--- config.mk ---
export PLATFORM = sky130hd
export DESIGN_NAME = timer_irq_load
export DESIGN_NICKNAME = d
export VERILOG_FILES = /design/src/rtl/timer_pkg.sv /design/src/rtl/timer_irq_load.sv /design/src/rtl/irq_sticky_bank.sv
export SDC_FILE = /design/constraint.sdc
export NUM_CORES = 1
export LEC_CHECK = 0
export ABC_AREA = 1
export ABC_CLOCK_PERIOD_IN_PS = 4400
export BUFFER_PORTS_ARGS = -buffer_cell sky130_fd_sc_hd__buf_2
export CAP_MARGIN = 10
export CORE_UTILIZATION = 45
export CTS_BUF_LIST = sky130_fd_sc_hd__clkbuf_8
export CTS_CLUSTER_DIAMETER = 80
export DETAILED_ROUTE_END_ITERATION = 8
export PLACE_DENSITY_LB_ADDON = 0.1
export SLEW_MARGIN = 0
export SYNTH_ARGS = -nofsm -noshare
export SYNTH_HDL_FRONTEND = slang
export SYNTH_SLANG_ARGS = --single-unit
--- constraint.sdc ---
create_clock -name clock_in -period 4.4 [get_ports clock_in]
set_input_delay 0.22 -clock clock_in [delete_from_list [all_inputs] [get_ports clock_in]]
set_output_delay 0.22 -clock clock_in [all_outputs]
set_load 0.01 [all_outputs]
--- src/rtl/timer_pkg.sv ---
// Register map, field layout and bus codes of the timer interrupt/load block.
`default_nettype none

package timer_pkg;

   // Register byte offsets.
   localparam logic [11:0] WIDTH_CONFIG_OFF  = 12'h000;
   localparam logic [11:0] IRQ_ENABLE_OFF    = 12'h018;
   localparam logic [11:0] RAW_STATUS_OFF    = 12'h01c;
   localparam logic [11:0] MASKED_STATUS_OFF = 12'h020;
   localparam logic [11:0] IRQ_CLEAR_OFF     = 12'h024;
   localparam logic [11:0] A_LOAD_OFF        = 12'h028;
   localparam logic [11:0] B_LOAD_OFF        = 12'h02c;

   // Interrupt bit positions, shared by status, enable and clear.
   localparam int CLR_A_TIMEOUT_BIT  = 0;
   localparam int CLR_CAPA_MATCH_BIT = 1;
   localparam int CLR_CAPA_EVENT_BIT = 2;
   localparam int CLR_RTC_EVENT_BIT  = 3;
   localparam int CLR_B_TIMEOUT_BIT  = 8;
   localparam int CLR_CAPB_MATCH_BIT = 9;
   localparam int CLR_CAPB_EVENT_BIT = 10;
   localparam int EVENT_COUNT        = 7;

   // Implemented interrupt bits; all others read as zero.
   localparam logic [31:0] IRQ_IMPL_MASK = 32'h0000070f;

   // Width configuration field: set selects two 16-bit timers.
   localparam int SPLIT_MODE_BIT = 0;

   // Reset values.
   localparam logic        SPLIT_RESET     = 1'h0;
   localparam logic [15:0] LOAD_RESET      = 16'hffff;
   localparam logic [15:0] UPPER_SPLIT_VAL = 16'h0000;
   localparam logic [31:0] ENABLE_RESET    = 32'h00000000;

   // AXI response codes.
   localparam logic [1:0] RESP_OKAY   = 2'h0;
   localparam logic [1:0] RESP_SLVERR = 2'h2;

   // Write channel states.
   typedef enum logic {
      WR_COLLECT = 1'b0,
      WR_RESP    = 1'b1
   } wr_state_t;

   // Spreads the event inputs onto their status bit positions.
   function automatic logic [31:0] irq_expand(
      input logic [EVENT_COUNT-1:0] ev
   );
      logic [31:0] v;
      v = 32'h00000000;
      v[CLR_A_TIMEOUT_BIT]  = ev[0];
      v[CLR_CAPA_MATCH_BIT] = ev[1];
      v[CLR_CAPA_EVENT_BIT] = ev[2];
      v[CLR_RTC_EVENT_BIT]  = ev[3];
      v[CLR_B_TIMEOUT_BIT]  = ev[4];
      v[CLR_CAPB_MATCH_BIT] = ev[5];
      v[CLR_CAPB_EVENT_BIT] = ev[6];
      return v;
   endfunction

   // Turns byte strobes into a bit mask.
   function automatic logic [31:0] strb_mask(input logic [3:0] strb);
      return {{8{strb[3]}}, {8{strb[2]}}, {8{strb[1]}}, {8{strb[0]}}};
   endfunction

endpackage

`default_nettype wire

--- src/rtl/timer_irq_load.sv ---
// Timer interrupt status/clear and interval load registers on AXI4-Lite.
//
// Overview of operation
// - Writing one to a clear bit clears raw and masked status bits.
// - The A interval load holds the start count loaded into the counter.
// - In 32-bit mode the A load upper half reads the B load value.
// - In 16-bit mode the upper half reads zero and never alters B load.
// - Writing the A load lower half loads the A counter in both modes.
// - A load resets to all ones; upper half zero in 16-bit mode.
`timescale 1ns/1ps
`default_nettype none

module timer_irq_load #(
   parameter int ADDR_W = 12
) (
   // Clock and reset.
   input  wire logic              clock_in,
   input  wire logic              resetn_in,
   // AXI4-Lite write address channel.
   input  wire logic [ADDR_W-1:0] s_axi_awaddr_in,
   input  wire logic              s_axi_awvalid_in,
   output logic                   s_axi_awready_out,
   // AXI4-Lite write data channel.
   input  wire logic [31:0]       s_axi_wdata_in,
   input  wire logic [3:0]        s_axi_wstrb_in,
   input  wire logic              s_axi_wvalid_in,
   output logic                   s_axi_wready_out,
   // AXI4-Lite write response channel.
   output logic [1:0]             s_axi_bresp_out,
   output logic                   s_axi_bvalid_out,
   input  wire logic              s_axi_bready_in,
   // AXI4-Lite read address channel.
   input  wire logic [ADDR_W-1:0] s_axi_araddr_in,
   input  wire logic              s_axi_arvalid_in,
   output logic                   s_axi_arready_out,
   // AXI4-Lite read data channel.
   output logic [31:0]            s_axi_rdata_out,
   output logic [1:0]             s_axi_rresp_out,
   output logic                   s_axi_rvalid_out,
   input  wire logic              s_axi_rready_in,
   // Timer events, one-cycle pulses from the counting logic.
   input  wire logic [6:0]        irq_event_in,
   // Interrupt and configuration towards the rest of the timer.
   output logic                   irq_out,
   output logic                   split_mode_out,
   // Load values and the A counter load strobe.
   output logic [31:0]            a_load_value_out,
   output logic                   a_counter_load_out,
   output logic [15:0]            b_load_value_out
);

   // Write channel state and captured halves of a write.
   timer_pkg::wr_state_t wr_state_q;
   timer_pkg::wr_state_t wr_state_d;
   logic              aw_got_q;
   logic              aw_got_d;
   logic              w_got_q;
   logic              w_got_d;
   logic [ADDR_W-1:0] aw_addr_q;
   logic [31:0]       w_data_q;
   logic [3:0]        w_strb_q;
   logic              awready_q;
   logic              wready_q;
   logic              bvalid_q;
   logic              bvalid_d;
   logic [1:0]        bresp_q;

   // Read channel registers.
   logic              arready_q;
   logic              rvalid_q;
   logic              rvalid_d;
   logic [31:0]       rdata_q;
   logic [1:0]        rresp_q;

   // Software-visible state.
   logic              split_q;
   logic              split_d;
   logic [31:0]       enable_q;
   logic [31:0]       enable_d;
   logic [15:0]       a_low_q;
   logic [15:0]       a_low_d;
   logic [15:0]       b_load_q;
   logic [15:0]       b_load_d;
   logic [31:0]       a_value_q;
   logic              a_load_pulse_q;
   logic              irq_q;

   // Status flags held in the sticky bank.
   logic [31:0]       raw_status;
   logic [31:0]       masked_status;
   logic [31:0]       irq_set;
   logic [31:0]       irq_clear;

   // Word offset of a byte address; the bus may carry any low two bits,
   // and both the write and the read decode must ignore them alike.
   function automatic logic [11:0] word_off(input logic [ADDR_W-1:0] a);
      return {a[11:2], 2'b00};
   endfunction

   // Handshakes and the merged write request.
   // A half counts as present when it is parked or offered right now, so
   // a write whose halves arrive together completes in a single edge.
   wire aw_hs = s_axi_awvalid_in & awready_q;
   wire w_hs  = s_axi_wvalid_in & wready_q;
   wire aw_have = aw_got_q | aw_hs;
   wire w_have  = w_got_q | w_hs;
   wire do_write = (wr_state_q == timer_pkg::WR_COLLECT)
                   & aw_have & w_have;

   // Address and data come from the holding flops or straight from the bus.
   wire [ADDR_W-1:0] wr_addr = aw_got_q ? aw_addr_q : s_axi_awaddr_in;
   wire [31:0]       wr_data = w_got_q ? w_data_q : s_axi_wdata_in;
   wire [3:0]        wr_strb = w_got_q ? w_strb_q : s_axi_wstrb_in;
   wire [31:0]       wr_bits = timer_pkg::strb_mask(wr_strb);

   // Word address of the write, low two bits ignored.
   wire [11:0] wr_off = word_off(wr_addr);

   // Write decode.
   wire wr_cfg    = do_write & (wr_off == timer_pkg::WIDTH_CONFIG_OFF);
   wire wr_enable = do_write & (wr_off == timer_pkg::IRQ_ENABLE_OFF);
   wire wr_raw    = do_write & (wr_off == timer_pkg::RAW_STATUS_OFF);
   wire wr_masked = do_write & (wr_off == timer_pkg::MASKED_STATUS_OFF);
   wire wr_clear  = do_write & (wr_off == timer_pkg::IRQ_CLEAR_OFF);
   wire wr_a_load = do_write & (wr_off == timer_pkg::A_LOAD_OFF);
   wire wr_b_load = do_write & (wr_off == timer_pkg::B_LOAD_OFF);
   wire wr_mapped = wr_cfg | wr_enable | wr_raw | wr_masked
                    | wr_clear | wr_a_load | wr_b_load;

   // Write channel sequencing: gather both halves, answer, then reopen.
   // The registers move on the same edge that raises bvalid, so a read
   // issued after the response always sees the new contents.
   // Both readies stay low until the response is taken; that is what
   // keeps a second write from overtaking the answer of the first.
   assign aw_got_d = do_write ? 1'b0 : aw_have;
   assign w_got_d  = do_write ? 1'b0 : w_have;
   assign wr_state_d = do_write ? timer_pkg::WR_RESP :
                       (bvalid_q & s_axi_bready_in) ?
                       timer_pkg::WR_COLLECT : wr_state_q;
   assign bvalid_d = do_write | (bvalid_q & ~s_axi_bready_in);

   // Write channel flops.
   always_ff @(posedge clock_in or negedge resetn_in) begin
      if (!resetn_in) begin
         wr_state_q <= timer_pkg::WR_COLLECT;
         aw_got_q   <= 1'b0;
         w_got_q    <= 1'b0;
         awready_q  <= 1'b0;
         wready_q   <= 1'b0;
         bvalid_q   <= 1'b0;
      end else begin
         wr_state_q <= wr_state_d;
         aw_got_q   <= aw_got_d;
         w_got_q    <= w_got_d;
         awready_q  <= (wr_state_d == timer_pkg::WR_COLLECT) & ~aw_got_d;
         wready_q   <= (wr_state_d == timer_pkg::WR_COLLECT) & ~w_got_d;
         bvalid_q   <= bvalid_d;
      end
   end

   // Holding flops for a half that arrives before its partner.
   // Only the handshake loads them, so a master that changes its payload
   // after the handshake cannot corrupt a parked half.
   always_ff @(posedge clock_in or negedge resetn_in) begin
      if (!resetn_in) begin
         aw_addr_q <= '0;
         w_data_q  <= 32'h00000000;
         w_strb_q  <= 4'h0;
         bresp_q   <= timer_pkg::RESP_OKAY;
      end else begin
         if (aw_hs) begin
            aw_addr_q <= s_axi_awaddr_in;
         end
         if (w_hs) begin
            w_data_q <= s_axi_wdata_in;
            w_strb_q <= s_axi_wstrb_in;
         end
         if (do_write) begin
            bresp_q <= wr_mapped ? timer_pkg::RESP_OKAY :
                       timer_pkg::RESP_SLVERR;
         end
      end
   end

   // Width configuration; a change of mode keeps the stored B load value.
   assign split_d = wr_cfg & wr_strb[0] ?
                    wr_data[timer_pkg::SPLIT_MODE_BIT] : split_q;

   // Only implemented bits can be enabled.
   assign enable_d = wr_enable ?
                     (((wr_data & wr_bits) | (enable_q & ~wr_bits))
                      & timer_pkg::IRQ_IMPL_MASK) : enable_q;

   // Lower half of the A load is written in both modes.
   assign a_low_d = wr_a_load ?
                    ((wr_data[15:0] & wr_bits[15:0])
                     | (a_low_q & ~wr_bits[15:0])) : a_low_q;

   // The A load upper half writes B only in 32-bit mode; the B register
   // itself is written directly only in 16-bit mode.
   // Direct B writes in 32-bit mode are answered OKAY and dropped, since
   // the B register then belongs to the upper half of the A load.
   assign b_load_d =
      (wr_a_load & ~split_q) ?
         ((wr_data[31:16] & wr_bits[31:16])
          | (b_load_q & ~wr_bits[31:16])) :
      (wr_b_load & split_q) ?
         ((wr_data[15:0] & wr_bits[15:0])
          | (b_load_q & ~wr_bits[15:0])) : b_load_q;

   // The full A load as seen by the counter and by software.
   wire [15:0] a_upper_d = split_d ?
                           timer_pkg::UPPER_SPLIT_VAL : b_load_d;
   wire [15:0] a_upper_q = split_q ?
                           timer_pkg::UPPER_SPLIT_VAL : b_load_q;

   // A counter reload fires on any write touching the lower half.
   // A write that strobes only the upper lanes leaves the count alone.
   wire a_load_fire = wr_a_load & (|wr_strb[1:0]);

   // Configuration and load registers, with all-ones load reset.
   // The width select leaves reset in 32-bit mode, which is why the
   // upper half of the A load starts at all ones and not at zero.
   always_ff @(posedge clock_in or negedge resetn_in) begin
      if (!resetn_in) begin
         split_q        <= timer_pkg::SPLIT_RESET;
         enable_q       <= timer_pkg::ENABLE_RESET;
         a_low_q        <= timer_pkg::LOAD_RESET;
         b_load_q       <= timer_pkg::LOAD_RESET;
         a_value_q      <= {timer_pkg::LOAD_RESET,
                            timer_pkg::LOAD_RESET};
         a_load_pulse_q <= 1'b0;
      end else begin
         split_q        <= split_d;
         enable_q       <= enable_d;
         a_low_q        <= a_low_d;
         b_load_q       <= b_load_d;
         a_value_q      <= {a_upper_d, a_low_d};
         a_load_pulse_q <= a_load_fire;
      end
   end

   // Events set status; the clear register takes ones only on implemented
   // bits, zeros and reserved positions do nothing.
   // The clear is masked here, so a write of all ones cannot disturb
   // reserved status positions that a later revision might use.
   assign irq_set   = timer_pkg::irq_expand(irq_event_in);
   assign irq_clear = wr_clear ?
                      (wr_data & wr_bits & timer_pkg::IRQ_IMPL_MASK) :
                      32'h00000000;

   // Sticky status; a masked bit is the raw bit gated by its enable, so
   // clearing the raw bit clears the masked view in the same edge.
   irq_sticky_bank #(
      .WIDTH (32)
   ) u_status (
      .clock_in   (clock_in),
      .resetn_in  (resetn_in),
      .set_in     (irq_set),
      .clear_in   (irq_clear),
      .status_out (raw_status)
   );

   assign masked_status = raw_status & enable_q;

   // Level interrupt, one flop behind the status it reflects.
   // Limitation: the line drops one cycle after the clearing write is
   // answered, so a handler must not sample it in that cycle.
   always_ff @(posedge clock_in or negedge resetn_in) begin
      if (!resetn_in) begin
         irq_q <= 1'b0;
      end else begin
         irq_q <= |(raw_status & enable_q);
      end
   end

   // Read decode; the clear register is write-only and reads zero.
   // Reading never disturbs status: a read of the clear register is a
   // plain zero, not a read-to-clear, so a debugger cannot lose events.
   wire [11:0] rd_off = word_off(s_axi_araddr_in);
   wire rd_cfg    = rd_off == timer_pkg::WIDTH_CONFIG_OFF;
   wire rd_enable = rd_off == timer_pkg::IRQ_ENABLE_OFF;
   wire rd_raw    = rd_off == timer_pkg::RAW_STATUS_OFF;
   wire rd_masked = rd_off == timer_pkg::MASKED_STATUS_OFF;
   wire rd_clear  = rd_off == timer_pkg::IRQ_CLEAR_OFF;
   wire rd_a_load = rd_off == timer_pkg::A_LOAD_OFF;
   wire rd_b_load = rd_off == timer_pkg::B_LOAD_OFF;
   wire rd_mapped = rd_cfg | rd_enable | rd_raw | rd_masked
                    | rd_clear | rd_a_load | rd_b_load;

   // Read data selection; unlisted registers return zero.
   wire [31:0] rd_word =
      rd_cfg    ? {31'h00000000, split_q} :
      rd_enable ? enable_q :
      rd_raw    ? raw_status :
      rd_masked ? masked_status :
      rd_a_load ? {a_upper_q, a_low_q} :
      rd_b_load ? {16'h0000, b_load_q} :
      32'h00000000;

   // Read handshake.
   wire ar_hs = s_axi_arvalid_in & arready_q;
   assign rvalid_d = ar_hs | (rvalid_q & ~s_axi_rready_in);

   // Read channel flops; one read is served at a time.
   // Read data are captured at the address handshake and then stand
   // while rvalid waits for rready; an event in that time shows up on
   // the next read, never as a change of a pending answer.
   always_ff @(posedge clock_in or negedge resetn_in) begin
      if (!resetn_in) begin
         arready_q <= 1'b0;
         rvalid_q  <= 1'b0;
         rdata_q   <= 32'h00000000;
         rresp_q   <= timer_pkg::RESP_OKAY;
      end else begin
         arready_q <= ~rvalid_d;
         rvalid_q  <= rvalid_d;
         if (ar_hs) begin
            rdata_q <= rd_word;
            rresp_q <= rd_mapped ? timer_pkg::RESP_OKAY :
                       timer_pkg::RESP_SLVERR;
         end
      end
   end

   // Port drivers, all from flops.
   // No output passes through logic, so the timer sees clean edges.
   assign s_axi_awready_out  = awready_q;
   assign s_axi_wready_out   = wready_q;
   assign s_axi_bvalid_out   = bvalid_q;
   assign s_axi_bresp_out    = bresp_q;
   assign s_axi_arready_out  = arready_q;
   assign s_axi_rvalid_out   = rvalid_q;
   assign s_axi_rdata_out    = rdata_q;
   assign s_axi_rresp_out    = rresp_q;
   assign irq_out            = irq_q;
   assign split_mode_out     = split_q;
   assign a_load_value_out   = a_value_q;
   assign a_counter_load_out = a_load_pulse_q;
   assign b_load_value_out   = b_load_q;

endmodule

`default_nettype wire

--- src/rtl/irq_sticky_bank.sv ---
// Bank of sticky status flags, each set by an event and cleared by software.
`timescale 1ns/1ps
`default_nettype none

module irq_sticky_bank #(
   parameter int WIDTH = 32
) (
   // Clock and reset.
   input  wire logic             clock_in,
   input  wire logic             resetn_in,
   // Set and clear requests, one bit per flag.
   input  wire logic [WIDTH-1:0] set_in,
   input  wire logic [WIDTH-1:0] clear_in,
   // Flag state.
   output logic      [WIDTH-1:0] status_out
);

   genvar i;

   // One flop per flag; a set in the clearing cycle wins so no event is lost.
   generate
      for (i = 0; i < WIDTH; i++) begin : g_flag
         always_ff @(posedge clock_in or negedge resetn_in) begin
            if (!resetn_in) begin
               status_out[i] <= 1'b0;
            end else if (set_in[i]) begin
               status_out[i] <= 1'b1;
            end else if (clear_in[i]) begin
               status_out[i] <= 1'b0;
            end
         end
      end
   endgenerate

endmodule

`default_nettype wire

Word-level counts from Yosys, hierarchy flattened
Index checks and enable logic that the tools add are counted.

$lt $le $gt $ge: 0. Mux-type cells: 36. Bitwise logic cells: 60. Shift-type cells: 0. Divide/modulo/power cells: 0. Equality and inequality tests: 12. Reduce and logical (&&, ||, !) cells: 11. Multiply operators: 0. Add/subtract/negate cells: 0.

Operators with widths (count): 2-to-1 mux 32 bit (6); 2-to-1 mux 16 bit (6); AND 16 bit (5); == test 10 x 4 -> 1 bit, second input constant (8); OR 16 bit (3); == test 10 x 3 -> 1 bit, second input constant (4); AND 11 bit (3); NOT 16 bit (2); OR reduction 32 bit (1); zero test 12 bit (2); AND 1 bit (21); 2-to-1 mux 1 bit (19); OR 1 bit (16); nonzero test 2 bit (7); 2-to-1 mux 12 bit (1); 2-to-1 mux 11 bit (1); NOT 11 bit (1); OR 11 bit (1); NOT 1 bit (8); 2-to-1 mux 2 bit (2); 2-to-1 mux 4 bit (1); OR reduction 2 bit (1).

Memories: 0. Bits in latches: 0. Register bits after elaboration: 173. Bits in read-only memories: 0. Output and inout port bits: 92. Bits in writable memories: 0. Word-level logic and storage cells: 147. Input port bits: 74.

Logic depth before layout (Yosys ltp)
Gate-level depths: netlist of the first run.

Word-level depth: 12. Gate-level depth with buffers: 14. Depth with buffers taken out: 12.

Cells and area by module
Synthesis of the first run repeated with hierarchy kept, for this count alone.

Cells, all modules: 1112. Area total of the unflattened synthesis: 8833.5 um2.

Modules (own cells, without submodules): timer_irq_load (area an instance 7552.2 um2, instances 1, cells each 952, seq. area each 3713.6 um2); irq_sticky_bank (area an instance 1281.2 um2, instances 1, cells each 160, seq. area each 800.8 um2).

Worst setup path after synthesis of the first run
No wires, ideal clock.

Path kind: register -> register. From: register aw_got_q. To: register a_value_q[22] (netlist: a_load_value_out[22]). Cell stages (with the launch flop): 11. Clock period less this slack: 1.604 ns. Path buffers: 2. Path slack: 2.796 ns. Library setup time: 0.075 ns. Data required time: 4.325 ns. Arrival: 1.529 ns. Path through: dfrtp_1 -> buf_6 -> inv_8 -> nand2_2 -> nand2_2 -> nand2_1 -> nor2_2 -> nand3_4 -> o21ai_2 -> buf_6 -> nor2_1.

Elaborated cells between the ends (all ways): 17. Classes of those cells: 2 x eq/ne; 5 x mux; 9 x bitwise; 1 x reduce/logical.

RTL lines: start: declaration (line timer_irq_load.sv:55) `logic aw_got_q;`; start signal: assignment (line timer_irq_load.sv:153) `aw_got_q <= aw_got_d;`; OR 1 bit (line timer_irq_load.sv:105) `wire aw_have = aw_got_q | aw_hs;`; AND 1 bit (2 in series) (line timer_irq_load.sv:108) `& aw_have & w_have;`; AND 1 bit (*) (line timer_irq_load.sv:120) `wire wr_cfg = do_write & (wr_off == timer_pkg::WIDTH_CONFIG_OFF);`; AND 1 bit (*) (line timer_irq_load.sv:186) `assign split_d = wr_cfg & wr_strb[0] ?`; 2-to-1 mux 1 bit (*) (line timer_irq_load.sv:186); named net split_d (line timer_irq_load.sv:77) `logic split_d;`; 2-to-1 mux 16 bit (*) (line timer_irq_load.sv:212) `wire [15:0] a_upper_d = split_d ?`; named net a_upper_d[6] (line timer_irq_load.sv:212); end signal: assignment (line timer_irq_load.sv:230) `a_value_q <= {timer_pkg::LOAD_RESET,`; end signal: assignment (line timer_irq_load.sv:238) `a_value_q <= {a_upper_d, a_low_d};`; end: declaration (line timer_irq_load.sv:84) `logic [31:0] a_value_q;`.

The timed path passes the listed nets; every way through them passes the cells marked *. A chain may end at the register's enable or synchronous reset.

Final worst setup path of the first run
From: register wready_q (netlist: s_axi_wready_out). To: register a_value_q[18] (netlist: a_load_value_out[18]).

Cells in the longest elaborated chain, start to end: 8. Elaborated cells between the ends (all ways): 13. Classes of those cells: 4 x mux; 9 x bitwise.

Ends and longest elaborated chain: start: declaration (line timer_irq_load.sv:63) `logic wready_q;`; start signal: assignment (line timer_irq_load.sv:156) `wready_q <= (wr_state_d == timer_pkg::WR_COLLECT) & ~w_got_d;`; AND 1 bit (*) (line timer_irq_load.sv:104) `wire w_hs = s_axi_wvalid_in & wready_q;`; OR 1 bit (*) (line timer_irq_load.sv:106) `wire w_have = w_got_q | w_hs;`; AND 1 bit (*) (line timer_irq_load.sv:108); AND 1 bit (line timer_irq_load.sv:126) `wire wr_b_load = do_write & (wr_off == timer_pkg::B_LOAD_OFF);`; AND 1 bit (line timer_irq_load.sv:207) `(wr_b_load & split_q) ?`; 2-to-1 mux 16 bit (line timer_irq_load.sv:207); 2-to-1 mux 16 bit (line timer_irq_load.sv:204) `(wr_a_load & ~split_q) ?`; 2-to-1 mux 16 bit (*) (line timer_irq_load.sv:212); named net a_upper_d[2] (line timer_irq_load.sv:212).

Marked as above.

==> metrics.md, run 1 <==
| Metric | Value |
|---|---|
| Outcome | finished, final reports clean |
| Commonest register cell after synthesis | dfrtp_1 |
| Synth Warn # | 0 |
| Maximum fanout along the worst path | 57 |
| Sequential area share after synthesis | 50.8% |
| Met2 usage | 33.9% |
| Clock transition at path regs | 80 ps |
| Final #Nets | 1123 |
| Chip Height | 132 um |
| Synth async-reset ratio | 100% |
| Row cnt | 47 |
| Largest family of logic cells by synthesized area | simple AND/OR/NAND/NOR gates |
| Max clock buf depth | 2 |
| Flop and latch count out of synthesis | 153 |
| Mux contribution to synthesized area | 3.86% |
| Most frequent cells after synthesis | nand2_1 (250), dfrtp_1 (105), inv_1 (88), o21ai_0 (84), nand3_1 (66) |
| Initial antenna violation count | 0 |
| CORE AREA | 16600 um^2 |
| Fmax | 424 MHz |
| Grt ovf | 0 |
| Die width | 132 um |
| Grt met1 use | 36.8% |
| First-pass GRT wire length | 31900 um |
| Setup crit end kind | register |
| Cell Area, Placed | 8530 um^2 |
| Unrepaired setup endpoints after global routing | false |
| CTS buffer count | 17 |
| Final Cell Area | 9040 um^2 |
| Num Clock Sinks | 153 |
| Post-Synth Simple-Gate Area | 25.6% |
| Setup Crit Path Kind | register to register |
| Final slew viol count | 0 |
| Netlist Area Pre-Place | 7650 um^2 |
| Compound-Gate Fraction of Synth Area | 11.7% |
| Fillers | 1651 |
| Worst vdd ir | 432 uV |
| Ranking of synthesized cells by area | dfrtp_1 (34%), dfstp_2 (16%), nand2_1 (12%), o21ai_0 (5.5%), inv_1 (4.3%) |
| Cell area power density | 482 nW/um^2 |
| Syn Area/Cell | 8.51 um^2 |
| Die area | 17500 um^2 |
| Final wirelength | 20100 um |
| Final period utilization | 53.6% |
| Final hold vios | 0 |
| I/O pins | 166 |
| Worst Max-Slew Pin Slew | 958 ps |
| Drc violations | 0 |
| EDFF count, synth | 0 |
| CTS tree | done |
| Max cap viols | 0 |
| Critical path data arrival time | 2700 ps |
| Adder-cell area share of the yosys netlist | 0% |
| Layout cells sized above 1 | 28.5% |
| Post-synth top area share | 34.3% |
| Vias | 6502 |
| Busiest grt layer | met1 |
| Worst min-delay path class | input pin to register |
| Placed cells | 1241 |
| Gpl congestion | 0.867 |
| Pre-antenna DRT Iters | 5 |
| Vias in the first global route | 5789 |
| Total track usage | 23.6% |
| CP Launch Type | register |
| Largest net degree at the start of global routing | 105 |
| DP HPWL | 14500 um |
| Biggest area consumer among synthesized cells | dfrtp_1 |
| Most instantiated library cell after synthesis | nand2_1 |
| R2R setup slack | 2040 ps |
| Fin Setup TNS | 0 ps |
| Port buffer count | 159 |
| Unique masters post-synth | 39 |
| Non-Filler Instances | 1282 |
| Minimum clock period after layout | 2360 ps |
| Syn Inst Count | 899 |
| Drt wl/cell | 15.6 um |
| Hold slack final | 24.2 ps |
| Starting Density | 46.2% |
| H-tree depth | 4 |
| Vias/cell | 5.07 |
| Leak Pwr | 0.00464 uW |
| Root buffer cell | clkbuf_8 |
| Clock Latency Late Sink | 440 ps |
| GR Util met3 | 4.41% |
| Layout Skew | 9.89 ps |
| Synthesis-to-finish area growth | 18.0% |
| First-iteration detailed-routing DRC count | 538 |
| Final setup vio count | 0 |
| Xor/xnor share of the synthesized area | 0% |
| Post-cts sizing count | 0 |
| Final ANT Viol Nets | 0 |
| Diode count | 0 |
| CP Data Required Time | 4740 ps |
| Slew headroom | 36.2% |
layout by cell type, fill, tap and decap left out, types with 12 or more instances in the layout:
cell / n
nand2_1: 249
buf_2: 158
dfrtp_1: 104
inv_1: 91
o21ai_0: 84
nand3_1: 66
nor2_1: 55
dfstp_2: 48
mux2_2: 20
clkbuf_8: 19
o21ai_1: 18
o41ai_1: 16
or2_0: 15
nand4_1: 12
per-stage QoR:
| stage | setup WS (ps) | util (%) | total power [uW] |
|---|---|---|---|
| 5_1_grt | 1790 | 54.5 | 4650 |
| 3_3_place_gp | 2030 | 51.4 | 3230 |
| 3_5_place_dp | 2020 | 51.4 | 3260 |
| 4_1_cts | 2000 | 54.5 | 4390 |
| 2_1_floorplan | 2800 | - | 2880 |
| 6_report | 2040 | 54.5 | 4360 |
critical path: stages, from the launching register on:
cell and delay (ps):
dfrtp_1 360, nand2_2 40, buf_4 290, nand2_2 160, inv_2 70, nor2_8 130, nand2_4 100, nor2_4 110
nand3_2 440, or2_0 390, nand2_1 100, nor2_1 50
cells by family (layout without fill, tap and decap cells):
kind of cell,after synthesis,count (layout)
AO/OA/AOI/OAI,151,151
buffers and inverters,137,299
AND/OR/NAND/NOR,430,430
other,1,2
flip-flops,153,153
multiplexers,27,27
sequential cells by signal (all words and copies together), names as in the netlist, 4 cells and up, named ones only:
signal,count
a_load_value_out,32
s_axi_rdata_out,32
w_data_q,32
b_load_value_out,16
aw_addr_q,10
u_status.status_out,7
w_strb_q,4
final timing paths:
check / startpoint / end / cells after the start
worst min register to register: s_axi_rvalid_out / s_axi_arready_out / 1
max in group asynchronous: resetn_in / a_load_value_out[10] / 3
worst max register to register: s_axi_wready_out / a_load_value_out[18] / 11
worst min-delay path: s_axi_rready_in / s_axi_arready_out / 3
min in group asynchronous: resetn_in / s_axi_rdata_out[1] / 2
worst max-delay path: s_axi_wready_out / a_load_value_out[18] / 11
timing repair:
item                      4_1_cts  5_1_grt
buffers inserted                0        0
hold endpoints to repair       67        0
hold buffers                    9        0
final cells by class:
class | instances | area (um^2) | share of cell area [%]
tap | 220 | 275 | 3.05
sequential | 153 | 3890 | 43.0
clock inverter | 13 | 154 | 1.70
clock buffer | 19 | 262 | 2.89
inverter | 94 | 360 | 3.99
multi-input combinational | 610 | 3170 | 35.0
timing repair buffer | 173 | 930 | 10.3
layer usage:
layer	routed length, um	vias to the layer above
li1	-	3229
met1	9970	3045
met2	8770	214
met3	1180	14
met4	128	0
met5	0	-
power breakdown:
part / total (uW) / leakage (uW) / switching [uW] / internal (uW)
clock network: 1120 / 0.000210 / 532 / 587
logic: 1330 / 0.00261 / 872 / 457
registers: 1910 / 0.00182 / 173 / 1740
total: 4360 / 0.00464 / 1580 / 2780
(Power assumes the default switching activity.)
==> run 2, diff against run 1 <==
- ABC_CLOCK_PERIOD_IN_PS: 4400 -> 2300
- clock period: 4.4 -> 2.3 ns (I/O delays scaled with it)
==> run 2 against run 1 <==
  * Clock skew increased by 1.6 ps
  * Clock power increased by 89%
  * Clock-buffer cell count decreased by 2
  * Largest power group unchanged
  * Non-clock buffer count increased by 70
==> metrics.md, run 2 (synthesis gave the netlist of run 1 again) <==
| Metric | Value |
|---|---|
| R2R setup slack | 220 ps (was 2040 ps) |
| R2R depth | 11 (unchanged) |
| Maximum fanout along the worst path | 18 (was 57) |
| Slew headroom | 62.3% (was 36.2%) |
| Pre-CTS setup slack | 81.5 ps (was 2020 ps) |
| Clock Latency Late Sink | 460 ps (was 440 ps) |
| Worst min-delay path class | input pin to register (unchanged) |
| Cell area power density | 874 nW/um^2 (was 482 nW/um^2) |
| Final Cell Area | 9700 um^2 (was 9040 um^2) |
| Worst path cell trace | inv_2, nand2_2, inv_2, nor2_8, nand2_4, nor2_8, nand3_2, nand2_1, nand3_1, nand2_1, nor2_1 (was nand2_2, buf_4, nand2_2, inv_2, nor2_8, nand2_4, nor2_4, nand3_2, or2_0, nand2_1, nor2_1) |
| Leak Pwr | 0.00494 uW (was 0.00464 uW) |
| Cell Area, Placed | 8710 um^2 (was 8530 um^2) |
| Port buffer count | 159 (unchanged) |
| I/O pins | 166 (unchanged) |
| Drt wl/cell | 15.0 um (was 15.6 um) |
| Layout cells sized above 1 | 29.0% (was 28.5%) |
| Most frequent cells in the layout | nand2_1 (249), buf_2 (158), dfrtp_1 (104) (unchanged) |
| CORE AREA | 16600 um^2 (unchanged) |
| Clock transition at path regs | 80 ps (about the same) |
| Vias | 6698 (was 6502) |
| Layout Skew | 11.5 ps (was 9.89 ps) |
| CP Launch Type | register (unchanged) |
| Vias/cell | 4.95 (was 5.07) |
| H-tree depth | 4 (unchanged) |
| RR Endpoint | a_load_value_out[18] (unchanged) |
| Max cap viols | 0 (unchanged) |
| Reg-to-reg critical path startpoint | w_got_q (was s_axi_wready_out) |
| Fin Setup TNS | 0 ps (unchanged) |
| Final wirelength | 20300 um (was 20100 um) |
| Final #Nets | 1193 (was 1123) |
| Vias in the first global route | 6213 (was 5789) |
| Initial antenna violation count | 0 (unchanged) |
| CP startpoint | w_got_q (was s_axi_wready_out) |
| Chip Height | 132 um (unchanged) |
| Die width | 132 um (unchanged) |
| Final setup vio count | 0 (unchanged) |
| Setup crit end kind | register (unchanged) |
| Crit path to | a_load_value_out[18] (unchanged) |
| Grt ovf | 0 (unchanged) |
| Grt met1 use | 36.4% (was 36.8%) |
| CTS tree | done (unchanged) |
| Row cnt | 47 (unchanged) |
| CTS buffer count | 17 (unchanged) |
| Pre-antenna DRT Iters | 5 (unchanged) |
| DP HPWL | 15000 um (was 14500 um) |
| Unrepaired setup endpoints after global routing | false (unchanged) |
| Fmax | 480 MHz (was 424 MHz) |
| GR Util met3 | 4.25% (was 4.41%) |
| Final worst slack | 218 ps (was 2040 ps) |
| Slowest stage delay, CP | 550 ps (was 440 ps) |
| Outcome | finished, final reports clean (unchanged) |
| Hold slack final | 23.3 ps (was 24.2 ps) |
| Number of cells on the worst hold path | 3 (unchanged) |
| First-iteration detailed-routing DRC count | 491 (was 538) |
| Critical path's top delay family | simple AND/OR/NAND/NOR gates (unchanged) |
| Diode count | 0 (unchanged) |
| Root buffer cell | clkbuf_8 (unchanged) |
| Final slew viol count | 0 (unchanged) |
| Met2 usage | 36.1% (was 33.9%) |
| Worst vdd ir | 734 uV (was 432 uV) |
| Minimum clock period after layout | 2080 ps (was 2360 ps) |
| Setup Crit Path Kind | register to register (unchanged) |
| Bufs and invs on worst path | 2 (unchanged) |
| Num Clock Sinks | 153 (unchanged) |
| Setup Fix Bufs, Post-CTS | 0 (unchanged) |
| Largest net degree at the start of global routing | 57 (was 105) |
| CP Depth | 11 (unchanged) |
| Fillers | 1633 (was 1651) |
| Max clock buf depth | 2 (unchanged) |
| CP Data Required Time | 2660 ps (was 4740 ps) |
| Total track usage | 24.1% (was 23.6%) |
| Busiest grt layer | met1 (unchanged) |
| Die area | 17500 um^2 (unchanged) |
| Drc violations | 0 (unchanged) |
| First-pass GRT wire length | 32700 um (was 31900 um) |
| Final core occ | 58.5% (was 54.5%) |
| Most common cell after layout, fill and taps aside | nand2_1 (unchanged) |
| Final hold vios | 0 (unchanged) |
| Worst Max-Slew Pin Slew | 565 ps (was 958 ps) |
| CP max stage cell | dfrtp_2 (was nand3_2) |
| Synthesis-to-finish area growth | 26.7% (was 18.0%) |
| Gpl congestion | 0.875 (was 0.867) |
| Critical path data arrival time | 2450 ps (was 2700 ps) |
| Starting Density | 46.2% (unchanged) |
| Final ANT Viol Nets | 0 (unchanged) |
| Final period utilization | 90.5% (was 53.6%) |
-- run 2: cell count changes in the layout (fill, tap and decap cells not counted) --
cell and change:
o21ai_4 +1, clkinv_2 +2, clkinvlp_4 +2, inv_6 +1, buf_12 +1, o21ai_2 -1, inv_1 -3, buf_4 +21
dlygate4sd3_1 +48, clkbuf_8 -2
-- run 2: worst min-delay path by stage --
stage / end / slack, ps / startpoint
floorplan: async pin / -180 / resetn_in
finish: aw_addr_q[2] / 20 / s_axi_awaddr_in[2]
detailed placement: s_axi_rdata_out[10] / 130 / resetn_in
CTS: aw_addr_q[2] / 10 / s_axi_awaddr_in[2]
global placement: s_axi_rdata_out[10] / 120 / resetn_in
global route: aw_addr_q[2] / 20 / s_axi_awaddr_in[2]
-- run 2: layer usage --
layer	vias up	routed length, um
met5	-	0
met4	0	174
met3	16	971
met2	190	8930
met1	3115	10200
li1	3377	-
-- run 2: area by class of cell --
cell class,instances,area (um^2),area share (%)
Inverter,94,360,3.72
Timing Repair Buffer,243,1590,16.4
Tap cell,220,275,2.84
Clock inverter,15,176,1.82
Clock buffer,17,234,2.41
Sequential cell,153,3890,40.1
Multi-Input combinational cell,610,3170,32.7
-- run 2: worst register-to-register path: cells and delay by family, from the launching register on --
family	cells	cell delay, ps
buf+inv	2	240
flops	1	550
simple gates	9	1220
-- run 2: timing repair --
| item | in CTS | in global routing |
|---|---|---|
| hold endpoints to repair | 102 | 0 |
| resized for setup | 0 | 1 |
| setup endpoints to repair | 0 | 17 |
| hold buffers | 57 | 0 |
-- run 2: report_power, final --
part           internal, uW  switching [uW]
Sequential             3320             367
Combinational          1010            1650
Clock                  1070            1050
Total                  5410            3060
-- run 2: stage by stage --
step                total power (uW)  instances
finish                          8470       1352
floorplan                       5510        900
global placement                6280       1263
detailed placement              6320       1263
global route                    9040       1352
CTS                             8530       1352
==> run 3, diff against run 2 <==
- CORE_UTILIZATION: 45 -> 55
==> run 3 against run 2 <==
  * Clock power increased by 2%
  * Critical path depth is the same
  * Combinational power is 2% higher
  * Hold slack gained 43 ps
  * Sequential power about the same
  * Setup slack better by 8.1 ps
  * Core utilization is 13 points higher
  * Design area shrank 0.72%
  * Non-clock buffer count down 4
  * Global-route usage is 5.7 points higher
  * Cell count down 3.6%
  * Die area down 18%
  * Critical endpoint is now a_load_value_out[25]
  * Largest power group unchanged
==> metrics.md, run 3 (synthesis gave the netlist of run 1 again) <==
| Metric | Value |
|---|---|
| H-tree depth | 4 (unchanged) |
| Root buffer cell | clkbuf_8 (unchanged) |
| Worst vdd ir | 778 uV (was 734 uV) |
| CTS buffer count | 17 (unchanged) |
| Fin Setup TNS | 0 ps (unchanged) |
| Vias | 6845 (was 6698) |
| Die width | 120 um (was 132 um) |
| Fillers | 1079 (was 1633) |
| Worst path cell trace | inv_8, nand2_2, nand2_2, nor2_8, nand3_4, nor2_8, nand3_2, nand2_1, nand3_1, nand2_1, nor2_1 (was inv_2, nand2_2, inv_2, nor2_8, nand2_4, nor2_8, nand3_2, nand2_1, nand3_1, nand2_1, nor2_1) |
| Largest net degree at the start of global routing | 70 (was 57) |
| Minimum clock period after layout | 2070 ps (was 2080 ps) |
| Final Cell Area | 9630 um^2 (was 9700 um^2) |
| Slew headroom | 59.6% (was 62.3%) |
| Worst min-delay path class | input pin to async pin (was input pin to register) |
| Most common cell after layout, fill and taps aside | nand2_1 (unchanged) |
| Leak Pwr | 0.00494 uW (about the same) |
| Setup Crit Path Kind | register to register (unchanged) |
| Grt met1 use | 42.3% (was 36.4%) |
| Total power | 8560 uW (was 8470 uW) |
| Multi-input logic area | 3170 um^2 (unchanged) |
| Vias/cell | 5.25 (was 4.95) |
| Bufs and invs on worst path | 1 (was 2) |
| Pre-antenna DRT Iters | 6 (was 5) |
| Setup crit end kind | register (unchanged) |
| Gpl congestion | 0.909 (was 0.875) |
| Synthesis-to-finish area growth | 25.8% (was 26.7%) |
| Grt ovf | 0 (unchanged) |
| Cell Area, Placed | 8610 um^2 (was 8710 um^2) |
| CP max stage cell | dfrtp_1 (was dfrtp_2) |
| Worst Max-Slew Pin Slew | 602 ps (was 565 ps) |
| Unrepaired setup endpoints after global routing | false (unchanged) |
| CP Launch Type | register (unchanged) |
| Layout cells sized above 1 | 28.5% (was 29.0%) |
| Final #Nets | 1189 (was 1193) |
| Total track usage | 29.8% (was 24.1%) |
| Most frequent cells in the layout | nand2_1 (249), buf_2 (158), dfrtp_1 (105) (was nand2_1 (249), buf_2 (158), dfrtp_1 (104)) |
| CORE AREA | 13400 um^2 (was 16600 um^2) |
| Non-Filler Instances | 1304 (was 1352) |
| Clock transition at path regs | 80 ps (about the same) |
| CP Depth | 11 (unchanged) |
| Drc violations | 0 (unchanged) |
| Cell area power density | 889 nW/um^2 (was 874 nW/um^2) |
| GR Util met3 | 5.28% (was 4.25%) |
| Drt wl/cell | 15.5 um (was 15.0 um) |
| Diode count | 0 (unchanged) |
| Maximum fanout along the worst path | 19 (was 18) |
| Row cnt | 42 (was 47) |
| Layout Skew | 11.7 ps (was 11.5 ps) |
| Num Clock Sinks | 153 (unchanged) |
| CTS tree | done (unchanged) |
| Final wirelength | 20300 um (about the same) |
| Final setup vio count | 0 (unchanged) |
| Clock Latency Late Sink | 460 ps (about the same) |
| Final period utilization | 90.2% (was 90.5%) |
| Final slew viol count | 0 (unchanged) |
| Starting Density | 57.1% (was 46.2%) |
| Vias in the first global route | 6337 (was 6213) |
| Max cap viols | 0 (unchanged) |
| Die area | 14400 um^2 (was 17500 um^2) |
| Outcome | finished, final reports clean (unchanged) |
| R2R depth | 11 (unchanged) |
| Final ANT Viol Nets | 0 (unchanged) |
| I/O pins | 166 (unchanged) |
| Critical path data arrival time | 2440 ps (was 2450 ps) |
| Placed cells | 1214 (was 1263) |
| Initial antenna violation count | 0 (unchanged) |
| Max clock buf depth | 2 (unchanged) |
| Fmax | 482 MHz (was 480 MHz) |
| Chip Height | 120 um (was 132 um) |
| Slowest stage delay, CP | 620 ps (was 550 ps) |
| DP HPWL | 14200 um (was 15000 um) |
| Final hold vios | 0 (unchanged) |
| Met2 usage | 46.0% (was 36.1%) |
| Sequential cell area | 3890 um^2 (about the same) |
| Busiest grt layer | met2 (was met1) |
| First-pass GRT wire length | 32600 um (was 32700 um) |
| CP Data Required Time | 2670 ps (was 2660 ps) |
| Port buffer count | 159 (unchanged) |
| Critical path's top delay family | simple AND/OR/NAND/NOR gates (unchanged) |
| First-iteration detailed-routing DRC count | 679 (was 491) |
[run 3: final timing paths]
kind	slack (ps)	end	start
max in group asynchronous	1430	a_load_value_out[18]	resetn_in
hold reg to reg	460	s_axi_arready_out	s_axi_rvalid_out
setup reg to reg	230	a_load_value_out[25]	aw_got_q
hold / removal	70	split_mode_out	resetn_in
setup / recovery	230	a_load_value_out[25]	aw_got_q
min in group clock_in	70	s_axi_rdata_out[0]	s_axi_araddr_in[10]
[run 3: layout make-up]
class | instances | share of cell area, %
Multi-Input combinational cell | 610 | 33.0
Timing Repair Buffer | 239 | 16.2
Tap cell | 176 | 2.29
Clock inverter | 12 | 1.55
Sequential cell | 153 | 40.4
Clock buffer | 20 | 2.86
Inverter | 94 | 3.74
[run 3: stage by stage]
step | hold slack [ps] | util (%) | setup WS [ps]
2_1_floorplan | -181 | - | 696
3_3_place_gp | -31.6 | 64.3 | 176
3_5_place_dp | -30.3 | 64.3 | 118
4_1_cts | 37.7 | 71.8 | 113
5_1_grt | 56.7 | 71.8 | 17.7
6_report | 66.4 | 71.8 | 226
[run 3: metal layers]
layer / share of wire (%) / up-vias
met5: 0 / -
met4: 1.6 / 0
met3: 6.8 / 25
met2: 46 / 267
met1: 45 / 3194
li1: - / 3359
[run 3: power breakdown]
| part | internal (uW) | total, uW | leakage (uW) | switching [uW] |
|---|---|---|---|---|
| clock network | 1150 | 2160 | 0.000212 | 1010 |
| logic | 1010 | 2710 | 0.00290 | 1710 |
| registers | 3320 | 3680 | 0.00182 | 355 |
| total | 5480 | 8560 | 0.00494 | 3070 |
[run 3: what timing repair did]
| action | in CTS | in global routing |
|---|---|---|
| buffers inserted | 0 | 0 |
| endpoints found under the hold margin | 172 | 0 |
| setup endpoints to repair | 0 | 13 |
| hold buffers | 58 | 0 |
| gates resized for setup | 0 | 1 |
